[config.mk]
export PLATFORM = sky130hd
export DESIGN_NAME = drive_security_lock_fsm
export DESIGN_NICKNAME = d
export VERILOG_FILES = /design/src/verilog/sec_lock_pkg.sv /design/src/verilog/drive_security_lock_fsm.sv
export SDC_FILE = /design/constraint.sdc
export NUM_CORES = 2
export LEC_CHECK = 0
export BUFFER_PORTS_ARGS = -buffer_cell sky130_fd_sc_hd__buf_2
export CELL_PAD_IN_SITES_DETAIL_PLACEMENT = 1
export CELL_PAD_IN_SITES_GLOBAL_PLACEMENT = 1
export CORE_MARGIN = 8
export CORE_UTILIZATION = 44
export DETAILED_ROUTE_END_ITERATION = 8
export GPL_ROUTABILITY_DRIVEN = 0
export HOLD_SLACK_MARGIN = 0.15
export PLACE_DENSITY = 0.88
export SKIP_LAST_GASP = 1
export SLEW_MARGIN = 5
export SYNTH_ARGS = -nofsm -noshare
export SYNTH_HDL_FRONTEND = slang
export SYNTH_SLANG_ARGS = --single-unit
export TNS_END_PERCENT = 50
[constraint.sdc]
create_clock -name clock -period 2.3 [get_ports clock]
set_input_delay 0 -clock clock [delete_from_list [all_inputs] [get_ports clock]]
set_output_delay 0 -clock clock [all_outputs]
set_load 0.02 [all_outputs]
[src/verilog/sec_lock_pkg.sv]
// Constants and carrier types for the drive security lock state machine.
// Assumes one 20 MHz clock and a command layer that hands over decoded opcodes
// and a stream of 16-bit sector words.
// Summary of operation
// RQ1: Freeze command freezes at once, no data
// RQ2: Frozen rejects set, unlock, disable, erase commands
// RQ3: Only power cycle or sanitize leaves frozen
// RQ4: User password enables locking; lock after power-on
// RQ5: Master password stored, locking left unchanged
// RQ6: One sector: identifier, level bits, password words
// RQ7: All 32 password bytes stored and compared
// RQ8: Word 17 updates master code unless 0000h/FFFFh
// RQ9: Master code shown as identify word 92
// RQ10: High level: user or master password unlocks
// RQ11: Maximum level: only user password unlocks
// RQ12: Unlock keeps passwords; relocks after any reset
// RQ13: Master unlock compares at high, rejected at maximum
// RQ14: User unlock compares with stored user password
// RQ15: Mismatch aborts, decrements counter starting at five
// RQ16: Exhausted counter rejects protected commands until reset
// RQ17: User unlock with locking disabled aborts
// RQ18: Abort after data means password mismatch only; code also sets it for refused unlocks (locking disabled, master at maximum)
// RQ19: Set password and unlock take one sector
// RQ20: Erase prepare while frozen aborts
// RQ21: Rejections abort with no state changed
package sec_lock_pkg;
   localparam logic [7:0] CMD_SET_PASSWORD = 8'hF1;
   localparam logic [7:0] CMD_UNLOCK = 8'hF2;
   localparam logic [7:0] CMD_ERASE_PREPARE = 8'hF3;
   localparam logic [7:0] CMD_ERASE_UNIT = 8'hF4;
   localparam logic [7:0] CMD_FREEZE = 8'hF5;
   localparam logic [7:0] CMD_DISABLE_PASSWORD = 8'hF6;

   // Sector layout, in 16-bit words
   localparam logic [7:0] WORD_CONTROL = 8'h00;
   localparam logic [7:0] WORD_PWD_FIRST = 8'h01;
   localparam logic [7:0] WORD_PWD_LAST = 8'h10;
   localparam logic [7:0] WORD_MASTER_CODE = 8'h11;
   localparam logic [7:0] WORD_SECTOR_LAST = 8'hFF;
   localparam int BIT_IDENTIFIER = 0;
   localparam int BIT_LEVEL = 8;
   localparam int PWD_BITS = 256;

   localparam logic [15:0] CODE_NONE_LOW = 16'h0000;
   localparam logic [15:0] CODE_NONE_HIGH = 16'hFFFF;
   // Reset value of the stored master code; value is arbitrary
   localparam logic [15:0] MASTER_CODE_RESET = 16'hFFFE;

   localparam logic [2:0] ATTEMPTS_RESET = 3'h5;

   typedef enum logic {LEVEL_HIGH, LEVEL_MAX} level_t;

   // Security state seen by the rest of the drive
   typedef struct packed {
      logic locking_enabled;
      logic locked;
      logic frozen;
      level_t level;
      logic exhausted;
      logic [2:0] attempts_left;
   } sec_status_t;

   // Completion of one command
   typedef struct packed {
      logic done;
      logic abort_err;
      logic err_status;
      logic after_data;
   } completion_t;
endpackage : sec_lock_pkg

[src/verilog/drive_security_lock_fsm.sv]
// Security lock command interpreter for a disk drive.
// Assumes opcodes arrive already decoded on a valid/ready port, and that the
// host sends exactly 256 words once data_request is raised.
`timescale 1ns/1ps
module drive_security_lock_fsm (
   input wire logic clock,
   input wire logic rst_n,
   input wire logic power_cycle,
   input wire logic hard_reset,
   input wire logic sanitize_done,
   input wire logic cmd_valid,
   input wire logic [7:0] cmd_code,
   output logic cmd_ready,
   output logic data_request,
   input wire logic word_valid,
   input wire logic [15:0] word_data,
   output sec_lock_pkg::completion_t completion,
   output sec_lock_pkg::sec_status_t status,
   output logic [15:0] identify_word92
);

   typedef enum logic [1:0] {ST_IDLE, ST_XFER, ST_EVAL} state_t;

   state_t state;
   logic [7:0] cmd_held;
   logic [7:0] word_index;
   logic ctrl_master;
   logic ctrl_max;
   logic [15:0] code_word;
   logic [sec_lock_pkg::PWD_BITS-1:0] pwd_buf;
   logic [sec_lock_pkg::PWD_BITS-1:0] user_pwd;
   logic [sec_lock_pkg::PWD_BITS-1:0] master_pwd;
   logic [15:0] master_code;
   logic locking_enabled;
   logic locked;
   logic frozen;
   sec_lock_pkg::level_t level;
   logic [2:0] attempts;

   // Protected commands; all share the frozen and exhausted checks
   function automatic logic is_protected(input logic [7:0] code);
      is_protected = (code == sec_lock_pkg::CMD_SET_PASSWORD) ||
                     (code == sec_lock_pkg::CMD_UNLOCK) ||
                     (code == sec_lock_pkg::CMD_DISABLE_PASSWORD) ||
                     (code == sec_lock_pkg::CMD_ERASE_PREPARE) ||
                     (code == sec_lock_pkg::CMD_ERASE_UNIT);
   endfunction : is_protected

   // Commands that carry one data sector
   function automatic logic takes_sector(input logic [7:0] code);
      takes_sector = (code == sec_lock_pkg::CMD_SET_PASSWORD) ||
                     (code == sec_lock_pkg::CMD_UNLOCK);
   endfunction : takes_sector

   wire logic exhausted = (attempts == 3'h0);
   wire logic accept_cmd = cmd_valid && (state == ST_IDLE);
   wire logic accept_word = word_valid && (state == ST_XFER);
   wire logic last_word = accept_word && (word_index == sec_lock_pkg::WORD_SECTOR_LAST);

   // Early rejection, before any data phase
   wire logic reject_frozen = frozen && is_protected(cmd_code); // RQ2 RQ20
   wire logic reject_spent = exhausted && is_protected(cmd_code); // RQ16
   // Setting a password while locked is refused, as a locked drive must be unlocked first
   wire logic reject_locked = locked && (cmd_code == sec_lock_pkg::CMD_SET_PASSWORD);
   // Only freeze, erase prepare, set password and unlock are carried out here
   wire logic known = (cmd_code == sec_lock_pkg::CMD_FREEZE) ||
                      (cmd_code == sec_lock_pkg::CMD_ERASE_PREPARE) ||
                      takes_sector(cmd_code);
   wire logic early_abort = reject_frozen || reject_spent || reject_locked || !known; // RQ21
   wire logic start_xfer = accept_cmd && !early_abort && takes_sector(cmd_code); // RQ19
   wire logic quick_done = accept_cmd && (early_abort || !takes_sector(cmd_code));
   wire logic do_freeze = accept_cmd && !early_abort &&
                          (cmd_code == sec_lock_pkg::CMD_FREEZE); // RQ1

   // Evaluation of a received sector; full 256-bit compares
   wire logic user_match = (pwd_buf == user_pwd); // RQ7 RQ14
   wire logic master_match = (pwd_buf == master_pwd); // RQ7
   wire logic is_set = (cmd_held == sec_lock_pkg::CMD_SET_PASSWORD);
   wire logic is_unlock = (cmd_held == sec_lock_pkg::CMD_UNLOCK);
   wire logic unlock_disabled_user = is_unlock && !ctrl_master && !locking_enabled; // RQ17
   wire logic unlock_master_max = is_unlock && ctrl_master &&
                                  (level == sec_lock_pkg::LEVEL_MAX); // RQ11 RQ13
   wire logic unlock_match = ctrl_master ? master_match : user_match; // RQ10 RQ13 RQ14
   wire logic unlock_refused = unlock_disabled_user || unlock_master_max;
   wire logic unlock_fail = is_unlock && !unlock_refused && !unlock_match; // RQ15 RQ18
   wire logic unlock_ok = is_unlock && !unlock_refused && unlock_match;
   wire logic eval_abort = unlock_refused || unlock_fail;
   wire logic code_valid = (code_word != sec_lock_pkg::CODE_NONE_LOW) &&
                           (code_word != sec_lock_pkg::CODE_NONE_HIGH); // RQ8
   wire logic eval_now = (state == ST_EVAL);

   // Either reset event restores the counter and relocks an enabled drive
   wire logic any_reset = power_cycle || hard_reset;

   // Command sequencer
   always_ff @(posedge clock) begin
      if (!rst_n) begin
         state <= ST_IDLE;
      end else begin
         case (state)
            ST_IDLE: begin
               if (start_xfer) begin
                  state <= ST_XFER;
               end
            end
            ST_XFER: begin
               if (last_word) begin
                  state <= ST_EVAL;
               end
            end
            default: begin
               state <= ST_IDLE;
            end
         endcase
      end
   end

   // Latch the opcode and count sector words
   always_ff @(posedge clock) begin
      if (!rst_n) begin
         cmd_held <= 8'h00;
         word_index <= 8'h00;
      end else begin
         if (accept_cmd) begin
            cmd_held <= cmd_code;
         end
         if (start_xfer) begin
            word_index <= 8'h00;
         end else if (accept_word) begin
            word_index <= word_index + 8'h01;
         end
      end
   end

   // Pick apart the sector: control word, password, master code word
   always_ff @(posedge clock) begin
      if (!rst_n) begin
         ctrl_master <= 1'b0;
         ctrl_max <= 1'b0;
         code_word <= 16'h0000;
         pwd_buf <= '0;
      end else if (accept_word) begin
         if (word_index == sec_lock_pkg::WORD_CONTROL) begin
            ctrl_master <= word_data[sec_lock_pkg::BIT_IDENTIFIER]; // RQ6
            ctrl_max <= word_data[sec_lock_pkg::BIT_LEVEL]; // RQ6
         end
         if ((word_index >= sec_lock_pkg::WORD_PWD_FIRST) &&
             (word_index <= sec_lock_pkg::WORD_PWD_LAST)) begin
            pwd_buf <= {pwd_buf[sec_lock_pkg::PWD_BITS-17:0], word_data}; // RQ7
         end
         if (word_index == sec_lock_pkg::WORD_MASTER_CODE) begin
            code_word <= word_data;
         end
      end
   end

   // Stored passwords and master identifier code survive hard and power resets
   always_ff @(posedge clock) begin
      if (!rst_n) begin
         user_pwd <= '0;
         master_pwd <= '0;
         master_code <= sec_lock_pkg::MASTER_CODE_RESET;
      end else if (eval_now && is_set) begin
         if (ctrl_master) begin
            master_pwd <= pwd_buf; // RQ5
            if (code_valid) begin
               master_code <= code_word; // RQ8
            end
         end else begin
            user_pwd <= pwd_buf; // RQ10 RQ11
         end
      end
   end

   // Locking enable and security level, set by a user password only
   always_ff @(posedge clock) begin
      if (!rst_n) begin
         locking_enabled <= 1'b0;
         level <= sec_lock_pkg::LEVEL_HIGH;
      end else if (eval_now && is_set && !ctrl_master) begin
         locking_enabled <= 1'b1; // RQ4
         level <= ctrl_max ? sec_lock_pkg::LEVEL_MAX : sec_lock_pkg::LEVEL_HIGH; // RQ10 RQ11
      end
   end

   // Lock takes effect only at a reset event; unlock clears it at once
   always_ff @(posedge clock) begin
      if (!rst_n) begin
         locked <= 1'b0;
      end else if (any_reset) begin
         locked <= locking_enabled; // RQ4 RQ12
      end else if (eval_now && unlock_ok) begin
         locked <= 1'b0; // RQ12
      end
   end

   // Frozen ends only by a power cycle or a finished sanitize
   always_ff @(posedge clock) begin
      if (!rst_n) begin
         frozen <= 1'b0;
      end else if (do_freeze) begin
         frozen <= 1'b1; // RQ1
      end else if (power_cycle || sanitize_done) begin
         frozen <= 1'b0; // RQ3
      end
   end

   // Failed unlock counter; a reset in the same cycle as a miss wins
   always_ff @(posedge clock) begin
      if (!rst_n) begin
         attempts <= sec_lock_pkg::ATTEMPTS_RESET;
      end else if (any_reset) begin
         attempts <= sec_lock_pkg::ATTEMPTS_RESET; // RQ16
      end else if (eval_now && unlock_fail && !exhausted) begin
         attempts <= attempts - 3'h1; // RQ15
      end
   end

   // Completion is a one-cycle pulse; abort carries both error bits
   always_ff @(posedge clock) begin
      if (!rst_n) begin
         completion <= '0;
      end else begin
         completion.done <= quick_done || eval_now;
         completion.abort_err <= (quick_done && early_abort) || (eval_now && eval_abort); // RQ21
         completion.err_status <= (quick_done && early_abort) || (eval_now && eval_abort);
         completion.after_data <= eval_now && eval_abort; // RQ18
      end
   end

   // Handshake outputs are combinational
   assign cmd_ready = (state == ST_IDLE);
   assign data_request = (state == ST_XFER); // RQ19

   // Status view built in one assignment so the struct has a single driver
   assign status = {locking_enabled, locked, frozen, level, exhausted, attempts};
   assign identify_word92 = master_code; // RQ9

endmodule : drive_security_lock_fsm

==> impl_metrics.py, run 1 <==
metrics = {
    "floorplanning": {
        "ioPinCount": 61,
        "rows": 105,
        "chipWidth_um": 303,
        "die_y_um": 303,
        "initial_utilization": 0.443,
    },
    "placement": {
        "port_buffers": 60,
        "place_hpwl_um": 78800,
    },
    "grt": {
        "groute.usage.overall": 0.733,
        "antenna_found_initial": 61,
        "grt_overflow": 19,
        "grt_max_degree": 101,
    },
    "clock_network": {
        "cts_buffers": 87,
        "clock_sink_count": 830,
        "cts-root-buf": "clkbuf_16",
        "clk_path_buf_depth": 3,
        "htreeDepth": 3,
    },
    "synthesis": {
        "synth_cell_types": 39,
        "synth-async-reset-ratio": 0,
        "avgSynthCellArea_um2": 8.48,
        "yosys.area.top_type_share": 0.459,
        "ys_seq_elements": 830,
        "synthTopCellsByArea": "dfxtp_1 46%, nand2_1 17%, a21boi_0 16%",
        "ys.flop_type": "dfxtp_1",
        "synth_nets": 4306,
        "synth_top_cell_by_area": "dfxtp_1",
        "yosysMostFrequentCell": "nand2_1",
        "synthCells": 4270,
        "yosys_warnings": 0,
        "synth_edf_count": 0,
        "ys_seq_area_frac": 0.459,
        "synth_commonest_cells": "1614 x nand2_1, 830 x dfxtp_1, 795 x a21boi_0",
        "netlist_area_um2": 36200,
    },
    "timing": {
        "timing.repair.worst_endpoint_type": "register data pin",
        "grt-worst-endpoint": "completion[1]$_SDFF_PN0_/D",
    },
    "status": {
        "outcome": "aborted with a tool error",
        "lastStage": "global routing (5_1_grt)",
        "tool.error": "[ERROR GRT-0232] Routing congestion too high. Check the congestion heatmap in the GUI.",
    },
}
[stage by stage]
step	area (um2)	TNS [ns]	utilization	setup WS (ns)	cells
4_1_cts	46900	-36.28	0.574	-1.22	5791
3_5_place_dp	40400	-24.02	0.494	-1.39	5505
3_3_place_gp	40400	-7.39	0.494	-1.32	5505
2_1_floorplan	36400	-0.475	-	-0.0972	4270
[cells by family after synthesis]
group	count (synthesis)	share of synthesized area
AOI/OAI and AO/OA	812	0.168
and+or+nand+nor	1774	0.194
adders and majority gates	5	0.00173
muxes	275	0.0760
buffers and inverters	310	0.0373
xor gates and xnor gates	264	0.0639
DFF	830	0.459
[repair_timing]
action	CTS
endpoints found under the hold margin	708
pin swaps	177
resized for setup	577
gates cloned	41
buffers inserted	54
hold buffers	39
setup endpoints to repair	494
[layer usage]
metal  track usage  overflow
met5         0.509         0
met4         0.718        12
met3         0.667         3
met2         0.850         4
met1         0.703         0
==> inputs of run 2 (changes only) <==
--- a/config.mk
+++ b/config.mk
@@ -6,14 +6,11 @@
 export NUM_CORES = 2
 export LEC_CHECK = 0
 export BUFFER_PORTS_ARGS = -buffer_cell sky130_fd_sc_hd__buf_2
-export CELL_PAD_IN_SITES_DETAIL_PLACEMENT = 1
-export CELL_PAD_IN_SITES_GLOBAL_PLACEMENT = 1
 export CORE_MARGIN = 8
-export CORE_UTILIZATION = 44
+export CORE_UTILIZATION = 40
 export DETAILED_ROUTE_END_ITERATION = 8
 export GPL_ROUTABILITY_DRIVEN = 0
-export HOLD_SLACK_MARGIN = 0.15
-export PLACE_DENSITY = 0.88
+export PLACE_DENSITY_LB_ADDON = 0.15
 export SKIP_LAST_GASP = 1
 export SLEW_MARGIN = 5
 export SYNTH_ARGS = -nofsm -noshare
==> constraint.sdc (replaced) <==
create_clock -name clock -period 2.99 [get_ports clock]
set_input_delay 0 -clock clock [delete_from_list [all_inputs] [get_ports clock]]
set_output_delay 0 -clock clock [all_outputs]
set_load 0.02 [all_outputs]
==> run 2 against run 1 <==
Net effect: the flow now finishes, with violations (setup timing); synthesized area did not move; synthesized cell count unchanged.
==> impl_metrics.py, run 2 <==
metrics = {
    "final_layout": {
        "nets": 4408,
        "final_area_um2": 42600,
        "layout_common_cells": "1612 x nand2_1, 829 x dfxtp_1, 795 x a21boi_0, 272 x mux2i_1, 260 x xnor2_1",
        "top_regs": "master_pwd: 256 flops, pwd_buf: 256 flops, user_pwd: 256 flops",
        "fillers": 8704,
        "area_growth_pct": 17.8,
        "drive_above_1_share": 0.0987,
        "layout_commonest_cell": "nand2_1",
        "antenna_cells": 0,
    },
    "setup_path": {
        "slowest_delay_ns": 0.48,
        "criticalPathCategory": "flop to flop",
        "cp-end-kind": "flop",
        "critPathBufInv": 5,
        "crit_fanout": 7,
        "path_delay_family": "simple AND/OR/NAND/NOR gates",
        "arrival_ns": 3.93,
        "slowest_stage": "nor4_4",
        "cp_common_cell": "buf_4",
        "worstPathCellList": "buf_12 > buf_12 > mux2i_1 > xnor2_1 > nor4_2 > buf_4 > nand4_1 > nor4_4 > buf_4 > nand4_1 > buf_4 > o211a_1 > o21bai_1",
        "crit_required_ns": 3.50,
        "setup.worst_path.start_class": "flop",
    },
    "floorplanning": {
        "die_area_um2": 100000,
        "die_y_um": 317,
        "initial_utilization": 0.403,
        "chipWidth_um": 317,
        "rows": 110,
        "ioPinCount": 61,
        "core-area_um2": 89900,
    },
    "detailed_routing": {
        "avgViaCountPerCell": 4.99,
        "vias": 28089,
        "drt-total-wl_um": 98700,
        "drtPass1Iterations": 5,
        "ant_nets": 0,
        "routedWlPerCell_um": 17.6,
        "drc": 0,
        "drtIter0Drc": 1772,
    },
    "clock_network": {
        "cts-root-buf": "clkbuf_16",
        "clk_path_buf_depth": 3,
        "cts_tree": "built",
        "clk_latency_ns": 0.64,
        "htreeDepth": 3,
        "cts_buffers": 92,
        "clock_sink_count": 830,
        "clk_pin_slew_ns": 0.06,
    },
    "synthesis": {
        "synth-async-reset-ratio": 0,
        "avgSynthCellArea_um2": 8.48,
        "synth_top_cell_by_area": "dfxtp_1",
        "yosys.area.top_type_share": 0.459,
        "synth_commonest_cells": "1614 x nand2_1, 830 x dfxtp_1, 795 x a21boi_0",
        "ys_seq_elements": 830,
        "ys_seq_area_frac": 0.459,
        "ys.flop_type": "dfxtp_1",
        "synth_edf_count": 0,
        "yosysMostFrequentCell": "nand2_1",
        "synth_cell_types": 39,
        "synth_nets": 4306,
        "synthCells": 4270,
        "yosys_warnings": 0,
        "synthTopCellsByArea": "dfxtp_1 46%, nand2_1 17%, a21boi_0 16%",
        "netlist_area_um2": 36200,
    },
    "timing": {
        "finalClockSkew_ns": 0.0202,
        "final_hold_viol_count": 0,
        "fmax_ghz": 0.293,
        "rsz0062_at_grt": "yes",
        "setup_viol": 6,
        "slew_headroom": 0.542,
        "worstMarginPinSlew_ns": 0.685,
        "timing.final.crit_share": 1.14,
        "finalCriticalPeriod_ns": 3.41,
        "fin_hold_ws_ns": 0.175,
        "slew_violations": 0,
        "fin_ws_ns": -0.425,
    },
    "power_and_ir_drop": {
        "p_leak_nw": 13.4,
        "pwr_density_cell_nw_per_um2": 548,
        "vdd_drop_max_mv": 0.403,
    },
    "grt": {
        "use_met2": 0.296,
        "antenna_found_initial": 1,
        "grt_max_degree": 119,
        "grt_overflow": 0,
        "use_met1": 0.288,
        "grt_pass1_vias": 27038,
        "groute.usage.overall": 0.194,
        "top_usage_layer": "met2",
        "use_met3": 0.0265,
        "grt_first_pass_wirelength_um": 158000,
    },
    "placement": {
        "placed_cell_area_um2": 38700,
        "place_hpwl_um": 61700,
        "port_buffers": 60,
    },
    "run": {
        "cap_viol_max_count": 0,
    },
    "status": {
        "failed_checks": "setup timing",
        "outcome": "complete, but fails checks",
    },
    "hold_path": {
        "hp-class": "input port to flop",
    },
}
==> run 2: cell counts after synthesis <==
No cell type changed its count.
==> run 2: layer usage <==
layer | vias up | part of all wire
met4 | 0 | 0.014
met5 | - | 0
met3 | 101 | 0.042
li1 | 14240 | -
met1 | 13262 | 0.51
met2 | 486 | 0.43
==> run 2: final cells by class <==
| class | instances | area (um2) | area share |
|---|---|---|---|
| timing repair buffer | 312 | 2950 | 0.0691 |
| inverter | 6 | 22.5 | 0.000528 |
| sequential | 830 | 16600 | 0.390 |
| tap | 1176 | 1470 | 0.0345 |
| clock buffer | 136 | 2730 | 0.0640 |
| clock inverter | 34 | 455 | 0.0107 |
| multi-input combinational | 3130 | 18400 | 0.431 |
==> run 2: worst paths after layout <==
path,startpoint,endpoint,slack (ns),cells after the start
max reg2reg,ctrl_master,completion[1],-0.42,13
min,word_data[14],code_word[14],0.17,4
max,ctrl_master,completion[1],-0.42,13
min reg2reg,user_pwd[90],user_pwd[90],0.46,2
==> run 2: through the flow <==
step           instances  worst slack (ns)  total power, mW  TNS [ns]  utilization
4_1_cts             5619            -0.383             23.7     -1.79        0.473
2_1_floorplan       4270             0.432             11.6         0            -
6_report            5624            -0.425             23.4     -2.15        0.474
3_3_place_gp        5391            -0.816             11.7     -4.31        0.431
3_5_place_dp        5391            -0.745             11.7     -3.94        0.431
5_1_grt             5624            -0.481             24.2     -2.48        0.474
==> run 2: cells by family after synthesis <==
group,Yosys count,share of synthesized area
and+or+nand+nor,1774,0.194
DFF,830,0.459
AOI/OAI and AO/OA,812,0.168
buffers and inverters,310,0.0373
muxes,275,0.0760
xor gates and xnor gates,264,0.0639
adders and majority gates,5,0.00173
==> run 2: what timing repair did <==
item                                   4_1_cts  5_1_grt
hold buffers                                49        0
endpoints found under the hold margin      118        0
pin swaps                                    7        7
cloned                                       1        0
gates resized for setup                      9       15
setup endpoints to repair                    6        6
setup buffers                                8        6
==> run 2: power breakdown <==
group,leakage [nW],internal [mW],switching [mW],total (mW)
Combinational,5.15,0.213,0.198,0.411
Sequential,6.68,11.1,0.00470,11.1
Clock,1.57,7.19,4.69,11.9
==> run 2: worst min-delay path: cells and delay by family <==
family | cells | cell delay [ns]
and+or+nand+nor | 1 | 0.04
buffers and inverters | 2 | 0.66
AOI/OAI and AO/OA | 1 | 0.06
Power figures use the tool's default switching activity.
